[src/design/afebe_pkg.sv]
// Purpose: shared constants of the analog front-end enable register bank
// Assumes: 32-bit apb data, one aligned word per register
// Notes:   times in ns, counts derived from the 4 ns clock
package afebe_pkg;

  // ****************************************
  // register offsets (byte addresses)
  // ****************************************
  localparam logic [11:0] OFF_CFG      = 12'h000;
  localparam logic [11:0] OFF_TEMP_RES = 12'h004;
  localparam logic [11:0] OFF_ADC_RES  = 12'h008;
  localparam logic [11:0] OFF_ADC_CTRL = 12'h00C;

  // ****************************************
  // configuration register layout
  // ****************************************
  localparam logic [31:0] CFG_RST      = 32'h00080000;
  localparam logic [31:0] CFG_RW_MASK  = 32'h0039FFF0;
  localparam int          BIT_ACCEL    = 15;
  localparam int          BIT_WAVE     = 14;
  localparam int          BIT_TGO      = 13;
  localparam int          BIT_TPWR     = 12;
  localparam int          BIT_TIA      = 11;
  localparam int          BIT_INAMP    = 10;
  localparam int          BIT_EXBUF    = 9;
  localparam int          BIT_RUN      = 8;
  localparam int          BIT_ADCPWR   = 7;
  localparam int          BIT_DACPWR   = 6;
  localparam int          BIT_REFOFF   = 5;

  // ****************************************
  // converter control register layout
  // ****************************************
  localparam int          CHAN_W       = 6;
  localparam logic [5:0]  CHAN_MAX     = 6'h21;
  localparam int          BIT_BYPASS   = 6;
  localparam logic [6:0]  CTRL_RST     = 7'h00;
  localparam int          RES_W        = 16;
  localparam int          BIT_VALID    = 16;

  // ****************************************
  // timing
  // ****************************************
  localparam int CLK_PERIOD_PS  = 4000;
  localparam int TEMP_CONV_NS   = 1000;
  localparam int ADC_SAMPLE_NS  = 1250;
  localparam int TEMP_CONV_CYC  = (TEMP_CONV_NS * 1000 + CLK_PERIOD_PS - 1) / CLK_PERIOD_PS;
  localparam int ADC_SAMPLE_CYC = (ADC_SAMPLE_NS * 1000) / CLK_PERIOD_PS;

endpackage

[src/design/afebe_top.sv]
// Purpose: analog front-end enable register bank with apb slave
// Assumes: analog results arrive synchronous to ref_clk_in
// Notes:   zero wait state slave, read data latched in setup cycle
//
// Functional notes
// - bit 15 enables transform accelerator
// - bit 14 enables waveform generator
// - bit 13 runs one temperature conversion
// - bit 12 powers sensor, readings need bit 13
// - bit 11 enables fast transimpedance amplifier
// - bit 10 enables excitation instrumentation amplifier
// - bit 9 enables excitation buffer
// - bit 8 runs conversions, else idle
// - bit 7 powers converter, run bit too
// - bit 6 powers fast dac only
// - register write alone starts conversions
// - 16-bit results, 34 selectable channels
// - low power channels may bypass filter
// - bits 15 to 5 reset to zero
// - whole register resets to 0x00080000
`timescale 1ns/1ps
module afebe_top
  import afebe_pkg::*;
#(
  parameter int TEMP_CYC = TEMP_CONV_CYC,
  parameter int ADC_CYC  = ADC_SAMPLE_CYC
)
(
  input  wire logic             ref_clk_in,
  input  wire logic             sys_rst_in,
  input  wire logic             psel_in,
  input  wire logic             penable_in,
  input  wire logic             pwrite_in,
  input  wire logic [11:0]      paddr_in,
  input  wire logic [31:0]      pwdata_in,
  input  wire logic [3:0]       pstrb_in,
  output logic      [31:0]      prdata_out,
  output logic                  pready_out,
  output logic                  pslverr_out,
  input  wire logic [RES_W-1:0] adc_sample_in,
  input  wire logic             adc_sample_valid_in,
  input  wire logic [RES_W-1:0] temp_sample_in,
  output logic                  transform_accel_on_out,
  output logic                  wave_generator_on_out,
  output logic                  temp_sensor_power_out,
  output logic                  temp_convert_busy_out,
  output logic                  fast_transimpedance_on_out,
  output logic                  excitation_amp_on_out,
  output logic                  excitation_buffer_on_out,
  output logic                  conversion_run_out,
  output logic                  converter_power_on_out,
  output logic                  fast_dac_power_on_out,
  output logic                  high_power_ref_off_out,
  output logic                  adc_convert_out,
  output logic [CHAN_W-1:0]     channel_sel_out,
  output logic                  lp_filter_bypass_out
);

  // ****************************************
  // apb decode
  // ****************************************
  logic        hit_cfg;
  logic        hit_tres;
  logic        hit_ares;
  logic        hit_ctrl;
  logic        hit_any;
  logic        wr_acc;
  logic        rd_setup;
  logic [31:0] wmask;
  logic [31:0] rdata;
  logic [31:0] prdata_nxt;

  always_comb
  begin
    hit_cfg  = (paddr_in == OFF_CFG);
    hit_tres = (paddr_in == OFF_TEMP_RES);
    hit_ares = (paddr_in == OFF_ADC_RES);
    hit_ctrl = (paddr_in == OFF_ADC_CTRL);
    hit_any  = hit_cfg || hit_tres || hit_ares || hit_ctrl;
    wr_acc   = psel_in && penable_in && pwrite_in && hit_any;
    rd_setup = psel_in && !penable_in && !pwrite_in;
    wmask    = {{8{pstrb_in[3]}}, {8{pstrb_in[2]}}, {8{pstrb_in[1]}}, {8{pstrb_in[0]}}};
    pready_out  = 1'b1;
    pslverr_out = psel_in && penable_in && !hit_any;
  end

  // ****************************************
  // temperature conversion control
  // ****************************************
  typedef enum logic [1:0]
  {
    TS_IDLE = 2'b01,
    TS_BUSY = 2'b10
  } afebe_temp_e;

  afebe_temp_e tstate_r;
  afebe_temp_e tstate_nxt;
  logic [31:0] cfg_r;
  logic [31:0] cfg_nxt;
  logic [6:0]  ctrl_r;
  logic [6:0]  ctrl_nxt;
  logic        temp_done;
  logic        tgo_set_wr;
  logic        temp_run;
  logic        adc_go;
  logic        adc_tick;
  logic [RES_W-1:0] temp_res;
  logic [RES_W-1:0] adc_res;
  logic        temp_valid;
  logic        adc_valid;

  // count only while go and power
  assign temp_run = (tstate_r == TS_BUSY) && cfg_r[BIT_TGO] && cfg_r[BIT_TPWR];
  afebe_cycle_timer #(
    .CYCLES (TEMP_CYC)
  ) u_temp_timer (
    .ref_clk_in (ref_clk_in),
    .sys_rst_in (sys_rst_in),
    .run_in     (temp_run),
    .tick_out   (temp_done)
  );

  always_comb
  begin
    tstate_nxt = tstate_r;
    unique case (tstate_r)
      TS_IDLE:
      begin
        // readings only with go and power
        if (cfg_r[BIT_TGO] && cfg_r[BIT_TPWR])
          tstate_nxt = TS_BUSY;
      end
      TS_BUSY:
      begin
        if (temp_done || !cfg_r[BIT_TGO] || !cfg_r[BIT_TPWR])
          tstate_nxt = TS_IDLE;
      end
      default:
      begin
        tstate_nxt = TS_IDLE;
      end
    endcase
  end

  always_ff @(posedge ref_clk_in or posedge sys_rst_in)
  begin
    if (sys_rst_in)
      tstate_r <= TS_IDLE;
    else
      tstate_r <= tstate_nxt;
  end

  // ****************************************
  // register file
  // ****************************************
  always_comb
  begin
    cfg_nxt    = cfg_r;
    ctrl_nxt   = ctrl_r;
    tgo_set_wr = wr_acc && hit_cfg && wmask[BIT_TGO] && pwdata_in[BIT_TGO];
    if (wr_acc && hit_cfg)
      cfg_nxt = (cfg_r & ~(wmask & CFG_RW_MASK)) | (pwdata_in & wmask & CFG_RW_MASK);
    // software one write wins over hardware clear
    if (temp_done && !tgo_set_wr)
      cfg_nxt[BIT_TGO] = 1'b0;
    if (wr_acc && hit_ctrl && pstrb_in[0])
    begin
      ctrl_nxt[BIT_BYPASS] = pwdata_in[BIT_BYPASS];
      // channels above the last are ignored
      if (pwdata_in[CHAN_W-1:0] <= CHAN_MAX)
        ctrl_nxt[CHAN_W-1:0] = pwdata_in[CHAN_W-1:0];
    end
  end

  always_ff @(posedge ref_clk_in or posedge sys_rst_in)
  begin
    if (sys_rst_in)
    begin
      cfg_r  <= CFG_RST;
      ctrl_r <= CTRL_RST;
    end
    else
    begin
      cfg_r  <= cfg_nxt;
      ctrl_r <= ctrl_nxt;
    end
  end

  // ****************************************
  // read data
  // ****************************************
  always_comb
  begin
    rdata = 32'h00000000;
    if (hit_cfg)
      rdata = cfg_r;
    else if (hit_tres)
      rdata = {15'h0, temp_valid, temp_res};
    else if (hit_ares)
      rdata = {15'h0, adc_valid, adc_res};
    else if (hit_ctrl)
      rdata = {25'h0, ctrl_r};
    prdata_nxt = prdata_out;
    if (rd_setup)
      prdata_nxt = rdata;
  end

  always_ff @(posedge ref_clk_in or posedge sys_rst_in)
  begin
    if (sys_rst_in)
      prdata_out <= 32'h00000000;
    else
      prdata_out <= prdata_nxt;
  end

  // ****************************************
  // converter pacing and results
  // ****************************************
  always_comb
  begin
    adc_go = cfg_r[BIT_ADCPWR] && cfg_r[BIT_RUN] && !cfg_r[BIT_REFOFF];
    adc_convert_out = adc_tick;
  end

  afebe_cycle_timer #(
    .CYCLES (ADC_CYC)
  ) u_adc_timer (
    .ref_clk_in (ref_clk_in),
    .sys_rst_in (sys_rst_in),
    .run_in     (adc_go),
    .tick_out   (adc_tick)
  );

  afebe_sample_hold #(
    .W (RES_W)
  ) u_temp_hold (
    .ref_clk_in (ref_clk_in),
    .sys_rst_in (sys_rst_in),
    .capture_in (temp_done),
    .data_in    (temp_sample_in),
    .data_out   (temp_res),
    .valid_out  (temp_valid)
  );

  afebe_sample_hold #(
    .W (RES_W)
  ) u_adc_hold (
    .ref_clk_in (ref_clk_in),
    .sys_rst_in (sys_rst_in),
    .capture_in (adc_sample_valid_in && adc_go),
    .data_in    (adc_sample_in),
    .data_out   (adc_res),
    .valid_out  (adc_valid)
  );

  // ****************************************
  // enable outputs
  // ****************************************
  always_comb
  begin
    transform_accel_on_out     = cfg_r[BIT_ACCEL];
    wave_generator_on_out      = cfg_r[BIT_WAVE];
    temp_sensor_power_out      = cfg_r[BIT_TPWR];
    temp_convert_busy_out      = (tstate_r == TS_BUSY);
    fast_transimpedance_on_out = cfg_r[BIT_TIA];
    excitation_amp_on_out      = cfg_r[BIT_INAMP];
    excitation_buffer_on_out   = cfg_r[BIT_EXBUF];
    conversion_run_out         = cfg_r[BIT_RUN];
    converter_power_on_out     = cfg_r[BIT_ADCPWR];
    fast_dac_power_on_out      = cfg_r[BIT_DACPWR];
    high_power_ref_off_out     = cfg_r[BIT_REFOFF];
    channel_sel_out            = ctrl_r[CHAN_W-1:0];
    lp_filter_bypass_out       = ctrl_r[BIT_BYPASS];
  end

  // ****************************************
  // assertions
  // ****************************************
  localparam int AST_ADC_HI = ADC_CYC + 2;
  localparam int AST_TMP_HI = TEMP_CYC + 2;

  logic cfg_wr;
  assign cfg_wr = wr_acc && hit_cfg && (pstrb_in == 4'hF);

  AST_ACCEL_WR: assert property (@(posedge ref_clk_in) disable iff (sys_rst_in)
    cfg_wr |=> transform_accel_on_out == $past(pwdata_in[BIT_ACCEL]))
    else $error("accelerator enable not taken from write");

  AST_WAVE_ONLY: assert property (@(posedge ref_clk_in) disable iff (sys_rst_in)
    (cfg_wr && pwdata_in[BIT_WAVE] == wave_generator_on_out)
      |=> $stable(wave_generator_on_out))
    else $error("generator enable moved without its bit");

  AST_WAVE_WR: assert property (@(posedge ref_clk_in) disable iff (sys_rst_in)
    cfg_wr |=> wave_generator_on_out == $past(pwdata_in[BIT_WAVE]))
    else $error("generator enable not taken from write");

  AST_TEMP_DONE: assert property (@(posedge ref_clk_in) disable iff (sys_rst_in)
    (temp_done && !tgo_set_wr) |=> !cfg_r[BIT_TGO] && temp_res == $past(temp_sample_in))
    else $error("temperature conversion did not finish cleanly");

  AST_TEMP_TIME: assert property (@(posedge ref_clk_in) disable iff (sys_rst_in)
    ($rose(temp_convert_busy_out) && temp_sensor_power_out)
      |-> (temp_convert_busy_out throughout (##[1:AST_TMP_HI] temp_done))
          or ##[1:AST_TMP_HI] !cfg_r[BIT_TGO] || !temp_sensor_power_out)
    else $error("temperature conversion too slow");

  AST_TEMP_GATE: assert property (@(posedge ref_clk_in) disable iff (sys_rst_in)
    temp_done |-> temp_sensor_power_out && cfg_r[BIT_TGO])
    else $error("temperature reading without power or go");

  AST_ADC_IDLE: assert property (@(posedge ref_clk_in) disable iff (sys_rst_in)
    !(conversion_run_out && converter_power_on_out) |-> !adc_convert_out)
    else $error("conversion while idle or unpowered");

  AST_ADC_START: assert property (@(posedge ref_clk_in) disable iff (sys_rst_in)
    (cfg_wr && pwdata_in[BIT_RUN] && pwdata_in[BIT_ADCPWR] && !pwdata_in[BIT_REFOFF])
      |-> ##[1:AST_ADC_HI] adc_convert_out || !adc_go)
    else $error("write did not start conversions");

  AST_CHAN_RANGE: assert property (@(posedge ref_clk_in) disable iff (sys_rst_in)
    channel_sel_out <= CHAN_MAX)
    else $error("channel select out of range");

  AST_BYPASS_WR: assert property (@(posedge ref_clk_in) disable iff (sys_rst_in)
    (wr_acc && hit_ctrl && pstrb_in[0])
      |=> lp_filter_bypass_out == $past(pwdata_in[BIT_BYPASS]))
    else $error("filter bypass not taken from write");

  AST_RESET_VAL: assert property (@(posedge ref_clk_in) disable iff (sys_rst_in)
    $past(sys_rst_in) |-> cfg_r == CFG_RST && !adc_convert_out)
    else $error("configuration reset value wrong");

  AST_RSV_BITS: assert property (@(posedge ref_clk_in) disable iff (sys_rst_in)
    cfg_r[3:0] == 4'h0 && cfg_r[31:22] == 10'h000 && cfg_r[18:17] == 2'h0)
    else $error("reserved bits not zero");

  COV_TEMP: cover property (@(posedge ref_clk_in) disable iff (sys_rst_in)
    $rose(temp_convert_busy_out) ##[1:AST_TMP_HI] temp_done);

  COV_ADC: cover property (@(posedge ref_clk_in) disable iff (sys_rst_in)
    adc_convert_out ##1 adc_sample_valid_in);

  COV_PRIO: cover property (@(posedge ref_clk_in) disable iff (sys_rst_in)
    temp_done && wr_acc && hit_cfg && !pwdata_in[BIT_TGO]);

endmodule

[src/design/afebe_cycle_timer.sv]
// Purpose: free counter giving a one-cycle tick every CYCLES clocks
// Assumes: run_in level, counter restarts whenever run_in drops
// Notes:   first tick comes CYCLES-1 clocks after run_in rises
`timescale 1ns/1ps
module afebe_cycle_timer
#(
  parameter int CYCLES = 250
)
(
  input  wire logic ref_clk_in,
  input  wire logic sys_rst_in,
  input  wire logic run_in,
  output logic      tick_out
);
  localparam int CW = $clog2(CYCLES + 1);
  localparam logic [CW-1:0] LAST = CW'(CYCLES - 1);

  logic [CW-1:0] cnt_r;
  logic [CW-1:0] cnt_nxt;

  always_comb
  begin
    tick_out = run_in && (cnt_r == LAST);
    cnt_nxt  = cnt_r;
    if (!run_in || tick_out)
      cnt_nxt = '0;
    else
      cnt_nxt = cnt_r + CW'(1);
  end

  always_ff @(posedge ref_clk_in or posedge sys_rst_in)
  begin
    if (sys_rst_in)
      cnt_r <= '0;
    else
      cnt_r <= cnt_nxt;
  end
endmodule

[src/design/afebe_sample_hold.sv]
// Purpose: holds a converter result captured on a one-cycle strobe
// Assumes: data_in stable in the capture cycle
// Notes:   valid_out stays high once a result has been taken
`timescale 1ns/1ps
module afebe_sample_hold
#(
  parameter int W = 16
)
(
  input  wire logic         ref_clk_in,
  input  wire logic         sys_rst_in,
  input  wire logic         capture_in,
  input  wire logic [W-1:0] data_in,
  output logic      [W-1:0] data_out,
  output logic              valid_out
);
  logic [W-1:0] data_nxt;
  logic         valid_nxt;

  always_comb
  begin
    data_nxt  = data_out;
    valid_nxt = valid_out;
    if (capture_in)
    begin
      data_nxt  = data_in;
      valid_nxt = 1'b1;
    end
  end

  always_ff @(posedge ref_clk_in or posedge sys_rst_in)
  begin
    if (sys_rst_in)
    begin
      data_out  <= '0;
      valid_out <= 1'b0;
    end
    else
    begin
      data_out  <= data_nxt;
      valid_out <= valid_nxt;
    end
  end
endmodule

[config.mk]
export PLATFORM = sky130hd
export DESIGN_NAME = afebe_top
export DESIGN_NICKNAME = d
export VERILOG_FILES = /design/src/design/afebe_pkg.sv /design/src/design/afebe_top.sv /design/src/design/afebe_cycle_timer.sv /design/src/design/afebe_sample_hold.sv
export SDC_FILE = /design/constraint.sdc
export NUM_CORES = 1
export LEC_CHECK = 0
export BUFFER_PORTS_ARGS = -buffer_cell sky130_fd_sc_hd__buf_2
export CAP_MARGIN = 20
export CORE_MARGIN = 2
export CORE_UTILIZATION = 34
export CTS_BUF_LIST = sky130_fd_sc_hd__clkbuf_4 sky130_fd_sc_hd__clkbuf_8 sky130_fd_sc_hd__clkbuf_16
export DETAILED_ROUTE_END_ITERATION = 12
export HOLD_SLACK_MARGIN = 0.03
export SYNTH_ARGS = -nofsm -noshare
export SYNTH_HDL_FRONTEND = slang
export SYNTH_SLANG_ARGS = --single-unit
[constraint.sdc]
create_clock -name ref_clk_in -period 3.1 [get_ports ref_clk_in]
set_input_delay 0.155 -clock ref_clk_in [delete_from_list [all_inputs] [get_ports ref_clk_in]]
set_output_delay 0.155 -clock ref_clk_in [all_outputs]
set_load 0.02 [all_outputs]
# After elaboration in Yosys (flattened, before gate mapping)
# Cells that the tools add are included.
# totals
input_bits,86
elab_cells,79
ff_bits,124
out_inout_bits,53
# classes
n_lt_le_gt_ge,1
n_eq_ne,9
n_reduce_logical,40
add_sub_neg,2
bitwise,4
mux,11
# op_table
cell,n
17-bit two-way mux,2
32-bit AND,1
32-bit two-way mux,1
22-bit inverter with 32-bit output,1
32-bit by 22-bit OR with 32-bit output,1
"12-bit by 4-bit == test with 1-bit output, second input constant",2
22-bit AND,1
1-bit logical AND,20
14-bit two-way mux,1
"12-bit by 3-bit == test with 1-bit output, second input constant",1
12-bit logical NOT,1
"9-bit by 1-bit adder with 9-bit output, second input constant",1
"9-bit == test, second input constant",1
1-bit logical NOT,9
9-bit two-way mux,1
"8-bit by 1-bit adder with 8-bit output, second input constant",1
"8-bit == test, second input constant",1
8-bit two-way mux,1
1-bit logical OR,7
7-bit two-way mux,1
"6-bit <= comparator, second input constant",1
2-bit two-way mux,2
2-bit one-hot mux with 2 select lines,1
2-bit AND reduction,2
6 further kinds,6

# Depth between registers and ports, before layout
# Gate-level depths: netlist of the first run.
# logic_depth
ltp_word,11
depth_mapped,7
ltp_nobuf,6

# Cells and area by module
# From an unflattened synthesis of the first run, not the netlist that was laid out.
# hier_totals
hier_cells,367
area_unflattened_um2,4605.7
# by_module_without_submodules
mod,area_each_um2,cells_per_inst,seq_area_each_um2,instances
afebe_top,2317.2,203,1128.6,1
afebe_sample_hold,680.7,37,425.4,2
afebe_cycle_timer (u_adc_timer),480.5,45,225.2,1
afebe_cycle_timer (u_temp_timer),446.7,45,200.2,1

# Least setup slack after synthesis of the first run
# Ideal clock, no wire load.
# synth_timing
path_kind,register to register
from,reg u_temp_timer.cnt_r[3]
to,reg u_temp_hold.data_out[0]
n_path_buf,1
setup_slack_ps,1280
period_less_slack_ps,1820
stages_incl_launch_ff,5
setup_time_ps,125
required_time_ps,2975
arrival_time_ps,1696
cell_sequence,dfrtp_1 -> nand4_1 -> nor4_4 -> buf_2 -> mux2_2
# synth_between
elab_chain_len,2
# synth_lines
item,line_no,source
start: declaration,afebe_cycle_timer.sv:18,logic [CW-1:0] cnt_r;
start signal: assignment,afebe_cycle_timer.sv:36,cnt_r <= cnt_nxt;
8-bit == test,afebe_cycle_timer.sv:23,tick_out = run_in && (cnt_r == LAST);
1-bit logical AND,afebe_cycle_timer.sv:23,
end signal: assignment,afebe_sample_hold.sv:40,data_out <= data_nxt;
end: declaration,afebe_sample_hold.sv:14,"output logic [W-1:0] data_out,"
# Every way passes these cells.
# A chain may end at the register's enable or synchronous reset.

# Final worst setup path of the first run
# layout_timing
from,reg u_temp_timer.cnt_r[3]
to,reg u_temp_hold.data_out[9]
# The elaborated chain is that of the path after synthesis.

==> flow_metrics.py, run 1 <==
metrics = {
    "clock_tree": {
        "clockRootBuffer": "clkbuf_16",
        "clkTransAtPathRegs_ns": 0.07,
        "htree_levels": 3,
        "cts_buffers": 9,
        "clockBufferDepth": 2,
        "worstSkewPairLatency_ns": 0.34,
        "cts.sinks": 96,
        "hold_buffers": 6,
        "tritoncts": "built",
        "cts_resized": 0,
        "post-cts-setup-buffers": 0,
    },
    "grt": {
        "grt.total_usage_pct": 16.32,
        "grt_pass1_vias": 3429,
        "grt_pass1_wl_um": 17750,
        "grt_antenna_before_repair": 0,
        "grt_max_degree": 52,
        "grt.overflow.total": 0,
    },
    "floorplan": {
        "die_h_um": 117.4,
        "row_count": 41,
        "ios": 139,
        "dieArea_mm2": 0.01379,
        "core_area_mm2": 0.01257,
        "start_util_pct": 34.80,
        "die_w_um": 117.4,
    },
    "routing": {
        "ant_nets": 0,
        "wire_per_inst_um": 15.71,
        "drc_errors": 0,
        "vias": 3263,
        "drt_iter0_markers": 162,
        "drt-pass1-iter-count": 4,
        "wirelength_um": 10710,
        "avgViaCountPerCell": 4.784,
    },
    "place": {
        "port_buffers": 112,
        "dp.final_hpwl_um": 7932,
        "gp_congestion": 0.8254,
        "dp_slack_ns": 0.9400,
    },
    "worst_setup_path": {
        "worstPathRequired_ns": 3.32,
        "path_class": "reg2reg",
        "worstPathMaxFanout": 10,
        "start_kind": "flip-flop",
        "cp.arrival_ns": 2.35,
        "critPathCaptureType": "flip-flop",
    },
    "sta": {
        "report.final.slew_viol_count": 0,
        "finClkSkew_ns": 0.009322,
        "hold_viol_final": 0,
        "finalSetupTns_ns": 0,
        "fin_crit_ns": 2.129,
        "relSlewSlack_pct": 42.11,
        "worst_slew_pin_slew_ns": 0.8662,
        "rsz0062_at_grt": "no",
        "fmax_ghz": 0.4698,
        "finalCritPeriodShare_pct": 68.66,
        "worst_slack_ns": 0.9714,
        "finalSetupViolations": 0,
    },
    "logic_synthesis": {
        "synth.most_common_cell": "dfrtp_1",
        "synth_top_area_cell": "dfrtp_1",
        "ys_seq_elements": 96,
        "synth-edff-count": 0,
        "seq_area_frac_synth_pct": 54.98,
        "synth_cell_types": 41,
        "synthTopCellsByCount": "dfrtp_1 (94), nand2_1 (48), mux2_2 (46)",
        "yosys-top-cells-area": "dfrtp_1 (54%), mux2_2 (12%), nand2_1 (4.1%), nor2_1 (2.8%), o221a_2 (2.8%)",
        "yosys_warnings": 0,
        "ys_async_sr_fraction_pct": 100.0,
        "syn_avg_cell_area_um2": 11.30,
        "synth_top_area_share_pct": 53.78,
        "syn_inst": 387,
        "synth_ff_type": "dfrtp_1",
        "netlist_area_mm2": 0.004374,
    },
    "layout": {
        "synthToLayoutAreaGrowth_pct": 24.06,
        "drive_gt1_share_pct": 39.69,
        "fin_util_pct": 43.18,
        "nets": 593,
    },
    "outcome": {
        "status": "completed",
    },
    "pwr": {
        "p_leak_nw": 2.730,
        "seqPwrFrac_pct": 50.1,
        "internal_power_mw": 1.987,
        "p_clk_share_pct": 40.7,
        "power_density_mw_per_mm2": 478.7,
        "switching_share_pct": 23.49,
        "combPwrFrac_pct": 9.2,
        "peakVddDrop_v": 0.0002880,
        "power.switching_mw": 0.6102,
    },
    "min_path": {
        "hp-class": "in2reg",
    },
    "run": {
        "maxCapViolCount": 0,
    },
}
## area by class of cell
cell class	count	area [um2]
well taps	172	215.2
repair buffers	122	663.1
clock inverters	1	5.005
multi-input cells	262	1808
fillers	1184	7142
inverters	13	51.30
diodes	1	2.502
clock buffers	15	276.5
flip-flops and latches	96	2405
## cell usage in the layout (no fill, tap or decap), types with 3 or more instances in the layout
cell	netlist	layout
buf_2	3	112
dfrtp_1	94	94
nand2_1	48	48
mux2_2	46	46
nor2_1	33	33
o21ai_0	23	23
conb_1	2	13
a21oi_1	12	12
inv_1	13	12
o221a_2	11	11
nand3_1	9	9
clkbuf_16	0	9
xnor2_1	7	7
mux2i_1	6	6
xor2_1	6	6
dlygate4sd3_1	0	6
and2_1	5	5
clkbuf_4	0	5
o31ai_1	4	4
nor4_4	3	3
nor3_1	3	3
nand4b_1	3	3
a2bb2oi_1	3	3
ha_1	3	3
buf_4	13	3
## layer usage
metal  vias to the layer above  part of all wire [%]  wire, um  track usage [%]
met4                         0                   1.1       114            4.744
met5                         -                     0         0                0
li1                       1556                     -         -                -
met2                       103                    48      5100            26.54
met1                      1594                    44      4751            21.38
met3                        10                   7.0       748            4.475
## power groups by stage
| stage | sequential (mW) | combinational [mW] | clock [mW] |
|---|---|---|---|
| after CTS | 1.30 | 0.245 | 1.09 |
| final | 1.30 | 0.239 | 1.06 |
| after floorplan | 1.32 | 0.157 | 0 |
| after detailed placement | 1.32 | 0.238 | 0 |
| after global placement | 1.32 | 0.234 | 0 |
| after global routing | 1.31 | 0.270 | 1.14 |
## final timing paths
path                                        from                  endpoint  slack (ns)  cells past startpoint
max                        u_temp_timer.cnt_r[3]   u_temp_hold.data_out[9]        0.97                      4
min                                pwdata_in[14]                 flip-flop        0.04                      3
max reg2reg                u_temp_timer.cnt_r[3]   u_temp_hold.data_out[9]        0.97                      4
min reg2reg                 u_adc_hold.valid_out      u_adc_hold.valid_out        0.47                      1
max in group asynchronous             sys_rst_in                 async pin        1.91                      4
min in group asynchronous             sys_rst_in  u_temp_hold.data_out[11]        0.44                      3
## per-stage QoR
| step | cells | power [mW] | hold WS, ns | cell area, um2 |
|---|---|---|---|---|
| CTS | 681 | 2.632 | 0.03144 | 5424 |
| finish | 682 | 2.598 | 0.04219 | 5426 |
| global route | 681 | 2.716 | 0.03686 | 5424 |
| global placement | 659 | 1.555 | 0.2633 | 5082 |
| detailed placement | 659 | 1.561 | 0.2694 | 5082 |
| floorplan | 398 | 1.477 | 0.2718 | 4415 |
## worst max-delay path, cell delays in order, from the launching register on
cell     delay, ns
dfrtp_1       0.42
nand4_1       0.22
nor4_4        0.69
buf_4         0.32
mux2_2        0.36
## kinds of logic after synthesis
group | Yosys count | share of synthesized area (%)
other | 2 | 0.1717
and+or+nand+nor | 123 | 14.50
buffers and inverters | 40 | 4.634
adders and majority gates | 3 | 0.8582
muxes | 53 | 13.47
DFF | 96 | 54.98
AOI/OAI and AO/OA | 57 | 8.782
xor gates and xnor gates | 13 | 2.603
(Power assumes the default switching activity.)
==> inputs of run 2 (changes only) <==
- clock period: 3.1 -> 1.8 ns (I/O delays scaled with it)
==> flow_metrics.py, run 2 (synthesis results as in run 1) <==
metrics = {
    "outcome": {
        "status": "completed",
    },
    "worst_setup_path": {
        "path_class": "reg2out",
        "worstPathRequired_ns": 1.71,
        "worstPathMaxFanout": 3,
        "crit_chain": "inv_1 -> or3_1 -> nor2_1 -> buf_2",
        "start_kind": "flip-flop",
        "critPathCaptureType": "output pin",
        "cp.arrival_ns": 1.56,
        "max_stage_delay_ns": 0.41,
        "critPathTopFamily": "simple AND/OR/NAND/NOR gates",
        "cp_slowest_cell": "dfrtp_1",
        "cp_num_buf_inv": 2,
    },
    "floorplan": {
        "ios": 139,
        "die_w_um": 117.4,
        "core_area_mm2": 0.01257,
        "row_count": 41,
        "dieArea_mm2": 0.01379,
        "start_util_pct": 34.80,
        "die_h_um": 117.4,
    },
    "layout": {
        "nFillCells": 1173,
        "instances_no_fill": 738,
        "layout_commonest_cell": "buf_2",
        "n_antenna_cell": 0,
        "nets": 650,
        "finalInstanceArea_mm2": 0.006011,
        "synthToLayoutAreaGrowth_pct": 37.41,
        "seqCellArea_mm2": 0.002406,
        "drive_gt1_share_pct": 37.63,
        "layout_common_cells": "buf_2 (112), dfrtp_1 (93), dlygate4sd3_1 (53)",
        "multiInputGateArea_mm2": 0.001808,
    },
    "grt": {
        "grt_max_degree": 97,
        "grt_pass1_vias": 3622,
        "grt.total_usage_pct": 16.36,
        "grt_antenna_before_repair": 0,
        "grt_pass1_wl_um": 18020,
        "grt.overflow.total": 0,
    },
    "sta": {
        "finClkSkew_ns": 0.005421,
        "rsz0062_at_grt": "no",
        "report.final.slew_viol_count": 0,
        "finalCritPeriodShare_pct": 91.47,
        "fmax_ghz": 0.6074,
        "worst_slew_pin_slew_ns": 0.7767,
        "relSlewSlack_pct": 48.22,
        "fin_crit_ns": 1.646,
        "finalSetupViolations": 0,
        "hold_viol_final": 0,
    },
    "pwr": {
        "peakVddDrop_v": 0.0003931,
        "combPwrFrac_pct": 10.9,
        "p_leak_nw": 2.965,
        "seqPwrFrac_pct": 47.6,
        "switching_share_pct": 24.30,
        "power_mw": 4.707,
        "power.switching_mw": 1.144,
        "p_clk_share_pct": 41.5,
        "internal_power_mw": 3.563,
        "power_density_mw_per_mm2": 783.1,
    },
    "clock_tree": {
        "clockBufferDepth": 2,
        "hold_buffers": 53,
        "tritoncts": "built",
        "htree_levels": 3,
        "clkTransAtPathRegs_ns": 0.07,
        "cts.sinks": 96,
        "cts_buffers": 9,
        "cts_resized": 0,
        "clockRootBuffer": "clkbuf_16",
        "worstSkewPairLatency_ns": 0.34,
        "post-cts-setup-buffers": 0,
    },
    "routing": {
        "wire_per_inst_um": 14.94,
        "wirelength_um": 11030,
        "vias": 3484,
        "drt-met1-wl_um": 5177,
        "ant_nets": 0,
        "top_layer": "met4",
        "drt_iter0_markers": 158,
        "drt-pass1-iter-count": 4,
        "drc_errors": 0,
        "wl_met3_um": 392,
        "met2_length_um": 5310,
        "avgViaCountPerCell": 4.721,
    },
    "place": {
        "dpl_cell_area_mm2": 0.005172,
        "dpl.cell_count": 669,
        "gp_congestion": 0.7879,
        "dp.final_hpwl_um": 7987,
        "port_buffers": 112,
    },
    "run": {
        "maxCapViolCount": 0,
    },
    "min_path": {
        "hp-class": "in2reg",
    },
}
[run 2: cell type report]
type	instances	area share [%]
Sequential cell	96	40.03
Multi-Input combinational cell	262	30.08
Timing Repair Buffer	179	20.32
Clock buffer	10	3.976
Tap cell	172	3.580
Clock inverter	6	1.145
Inverter	13	0.8743
[run 2: power groups by stage]
stage | Sequential [mW] | Clock, mW | Combinational [mW]
after global placement | 2.28 | 0 | 0.422
after floorplan | 2.27 | 0 | 0.273
after CTS | 2.24 | 2.00 | 0.521
after detailed placement | 2.28 | 0 | 0.431
after global routing | 2.25 | 2.08 | 0.565
final | 2.24 | 1.95 | 0.513
[run 2: worst paths after layout]
kind                                             from                       to  slack, ns  cells after the start
min in group asynchronous                  sys_rst_in                async pin       0.43                      4
worst max register to register  u_temp_timer.cnt_r[1]  u_temp_hold.data_out[9]       0.16                      6
worst max-delay path                        flip-flop          adc_convert_out       0.15                      4
worst min-delay path              adc_sample_valid_in     u_adc_hold.valid_out       0.20                      4
max in group asynchronous                  sys_rst_in                async pin       0.95                      4
worst min register to register  u_temp_hold.valid_out    u_temp_hold.valid_out       0.47                      1
[run 2: tightest hold or removal path, cell delays in order]
cell	delay, ns
buf_2	0.08
nand2_1	0.04
buf_4	0.21
nand2b_1	0.09
[run 2: metrics by stage]
step                      hold slack [ns]  setup TNS [ns]  worst slack [ns]  util [%]
final                              0.2020               0            0.1536     47.82
after global routing               0.2197               0           0.03935     47.82
after CTS                          0.1963               0            0.1484     47.82
after detailed placement           0.2884        -0.02891          -0.02029     41.15
after global placement             0.2763        -0.01154          -0.01154     41.15
after floorplan                    0.2067               0          0.005229         -
[run 2: metal layers]
metal / GRT usage [%] / up-vias
met4: 6.551 / 0
li1: - / 1667
met2: 26.72 / 85
met5: 0 / -
met3: 2.675 / 13
met1: 21.77 / 1719
==> inputs of run 3 (changes only) <==
- GPL_TIMING_DRIVEN: not set -> 0
==> flow_metrics.py, run 3 (synthesis results as in run 1) <==
metrics = {
    "outcome": {
        "status": "completed",
    },
    "pwr": {
        "combPwrFrac_pct": 10.9,
        "power_density_mw_per_mm2": 807.8,
        "p_clk_share_pct": 43.7,
        "power_mw": 4.942,
        "power.switching_mw": 1.111,
        "p_leak_nw": 3.044,
        "peakVddDrop_v": 0.0003472,
        "internal_power_mw": 3.831,
        "seqPwrFrac_pct": 45.4,
        "switching_share_pct": 22.48,
    },
    "floorplan": {
        "dieArea_mm2": 0.01379,
        "start_util_pct": 34.80,
        "row_count": 41,
        "die_w_um": 117.4,
        "die_h_um": 117.4,
        "ios": 139,
        "core_area_mm2": 0.01257,
    },
    "min_path": {
        "hp-class": "in2reg",
        "min_delay_path_depth": 2,
    },
    "clock_tree": {
        "clkTransAtPathRegs_ns": 0.07,
        "tritoncts": "built",
        "htree_levels": 3,
        "clockRootBuffer": "clkbuf_16",
        "cts.sinks": 96,
        "clockBufferDepth": 2,
        "cts_buffers": 9,
        "worstSkewPairLatency_ns": 0.34,
    },
    "grt": {
        "grt_max_degree": 42,
        "grt.total_usage_pct": 17.10,
        "grt.overflow.total": 0,
        "grt_pass1_wl_um": 18620,
        "grt_antenna_before_repair": 0,
        "grt_pass1_vias": 3696,
    },
    "layout": {
        "synthToLayoutAreaGrowth_pct": 39.85,
        "drive_gt1_share_pct": 38.04,
        "nets": 665,
        "finalInstanceArea_mm2": 0.006117,
        "instances_no_fill": 753,
        "layout_commonest_cell": "buf_2",
        "layout_common_cells": "buf_2 (114), dfrtp_1 (93), dlygate4sd3_1 (52)",
        "nFillCells": 1174,
        "fin_util_pct": 48.67,
        "n_antenna_cell": 0,
    },
    "routing": {
        "wire_per_inst_um": 15.09,
        "wirelength_um": 11360,
        "vias": 3535,
        "drt_iter0_markers": 108,
        "drt-pass1-iter-count": 4,
        "drc_errors": 0,
        "ant_nets": 0,
        "avgViaCountPerCell": 4.695,
    },
    "sta": {
        "fin_crit_ns": 1.656,
        "hold_slack_ns": 0.04631,
        "rsz0062_at_grt": "no",
        "relSlewSlack_pct": 50.81,
        "worst_slack_ns": 0.1438,
        "hold_viol_final": 0,
        "finalSetupTns_ns": 0,
        "finalCritPeriodShare_pct": 92.01,
        "finalSetupViolations": 0,
        "finClkSkew_ns": 0.007421,
        "worst_slew_pin_slew_ns": 0.7379,
        "fmax_ghz": 0.6038,
        "report.final.slew_viol_count": 0,
    },
    "place": {
        "dpl.cell_count": 684,
        "dp_slack_ns": -0.2768,
        "dp.final_hpwl_um": 8360,
        "gp_congestion": 0.8000,
        "port_buffers": 112,
        "dpl_cell_area_mm2": 0.005239,
    },
    "worst_setup_path": {
        "worstPathRequired_ns": 1.71,
        "r2r_cells": 4,
        "worstPathMaxFanout": 3,
        "cp.arrival_ns": 1.57,
        "start_kind": "flip-flop",
        "path_class": "reg2out",
        "critPathCaptureType": "output pin",
    },
    "run": {
        "maxCapViolCount": 0,
    },
}
==> run 3: worst max-delay path, stage by stage, from the launching register on <==
cell and delay (ns):
dfrtp_1 0.39, inv_1 0.09, or3_1 0.43, nor2_1 0.15, buf_2 0.18
==> run 3: cell type report <==
cell class              instances  area, um2  area share [%]
inverters                      13      52.55          0.8591
multi-input cells             262       1815           29.68
repair buffers                167       1129           18.45
clock buffers                  14      281.5           4.602
clock inverters                 2      60.06          0.9818
well taps                     172      215.2           3.518
flip-flops and latches         96       2406           39.33
plain buffers                  27      157.7           2.577
==> run 3: repair_timing <==
| item | CTS | global route |
|---|---|---|
| hold buffers | 52 | 0 |
| setup endpoints to repair | 19 | 9 |
| hold endpoints to repair | 67 | 0 |
| pin swaps | 1 | 0 |
| setup buffers | 1 | 0 |
| resized for setup | 2 | 1 |
==> run 3: final timing paths <==
| path | start | to | slack, ns |
|---|---|---|---|
| min | pwdata_in[4] | ctrl_r[4] | 0.05 |
| max in group asynchronous | sys_rst_in | async pin | 0.91 |
| min in group asynchronous | sys_rst_in | async pin | 0.30 |
| min reg2reg | u_adc_timer.cnt_r[0] | u_adc_timer.cnt_r[0] | 0.47 |
| max | flip-flop | adc_convert_out | 0.14 |
| max reg2reg | u_temp_timer.cnt_r[3] | u_temp_hold.data_out[5] | 0.14 |
==> run 3: per-layer routing <==
layer	track usage [%]	vias up	wire [um]
met2	28.40	90	5406
met1	22.55	1721	5327
met3	2.189	17	368
met5	0	-	0
met4	7.304	0	261
li1	-	1707	-
==> run 3: power by group through the flow <==
stage	Clock [mW]	Sequential (mW)	Combinational (mW)
after floorplan	0	2.27	0.273
after global placement	0	2.28	0.435
after detailed placement	0	2.28	0.456
after CTS	2.21	2.24	0.544
after global routing	2.30	2.24	0.598
final	2.16	2.24	0.539
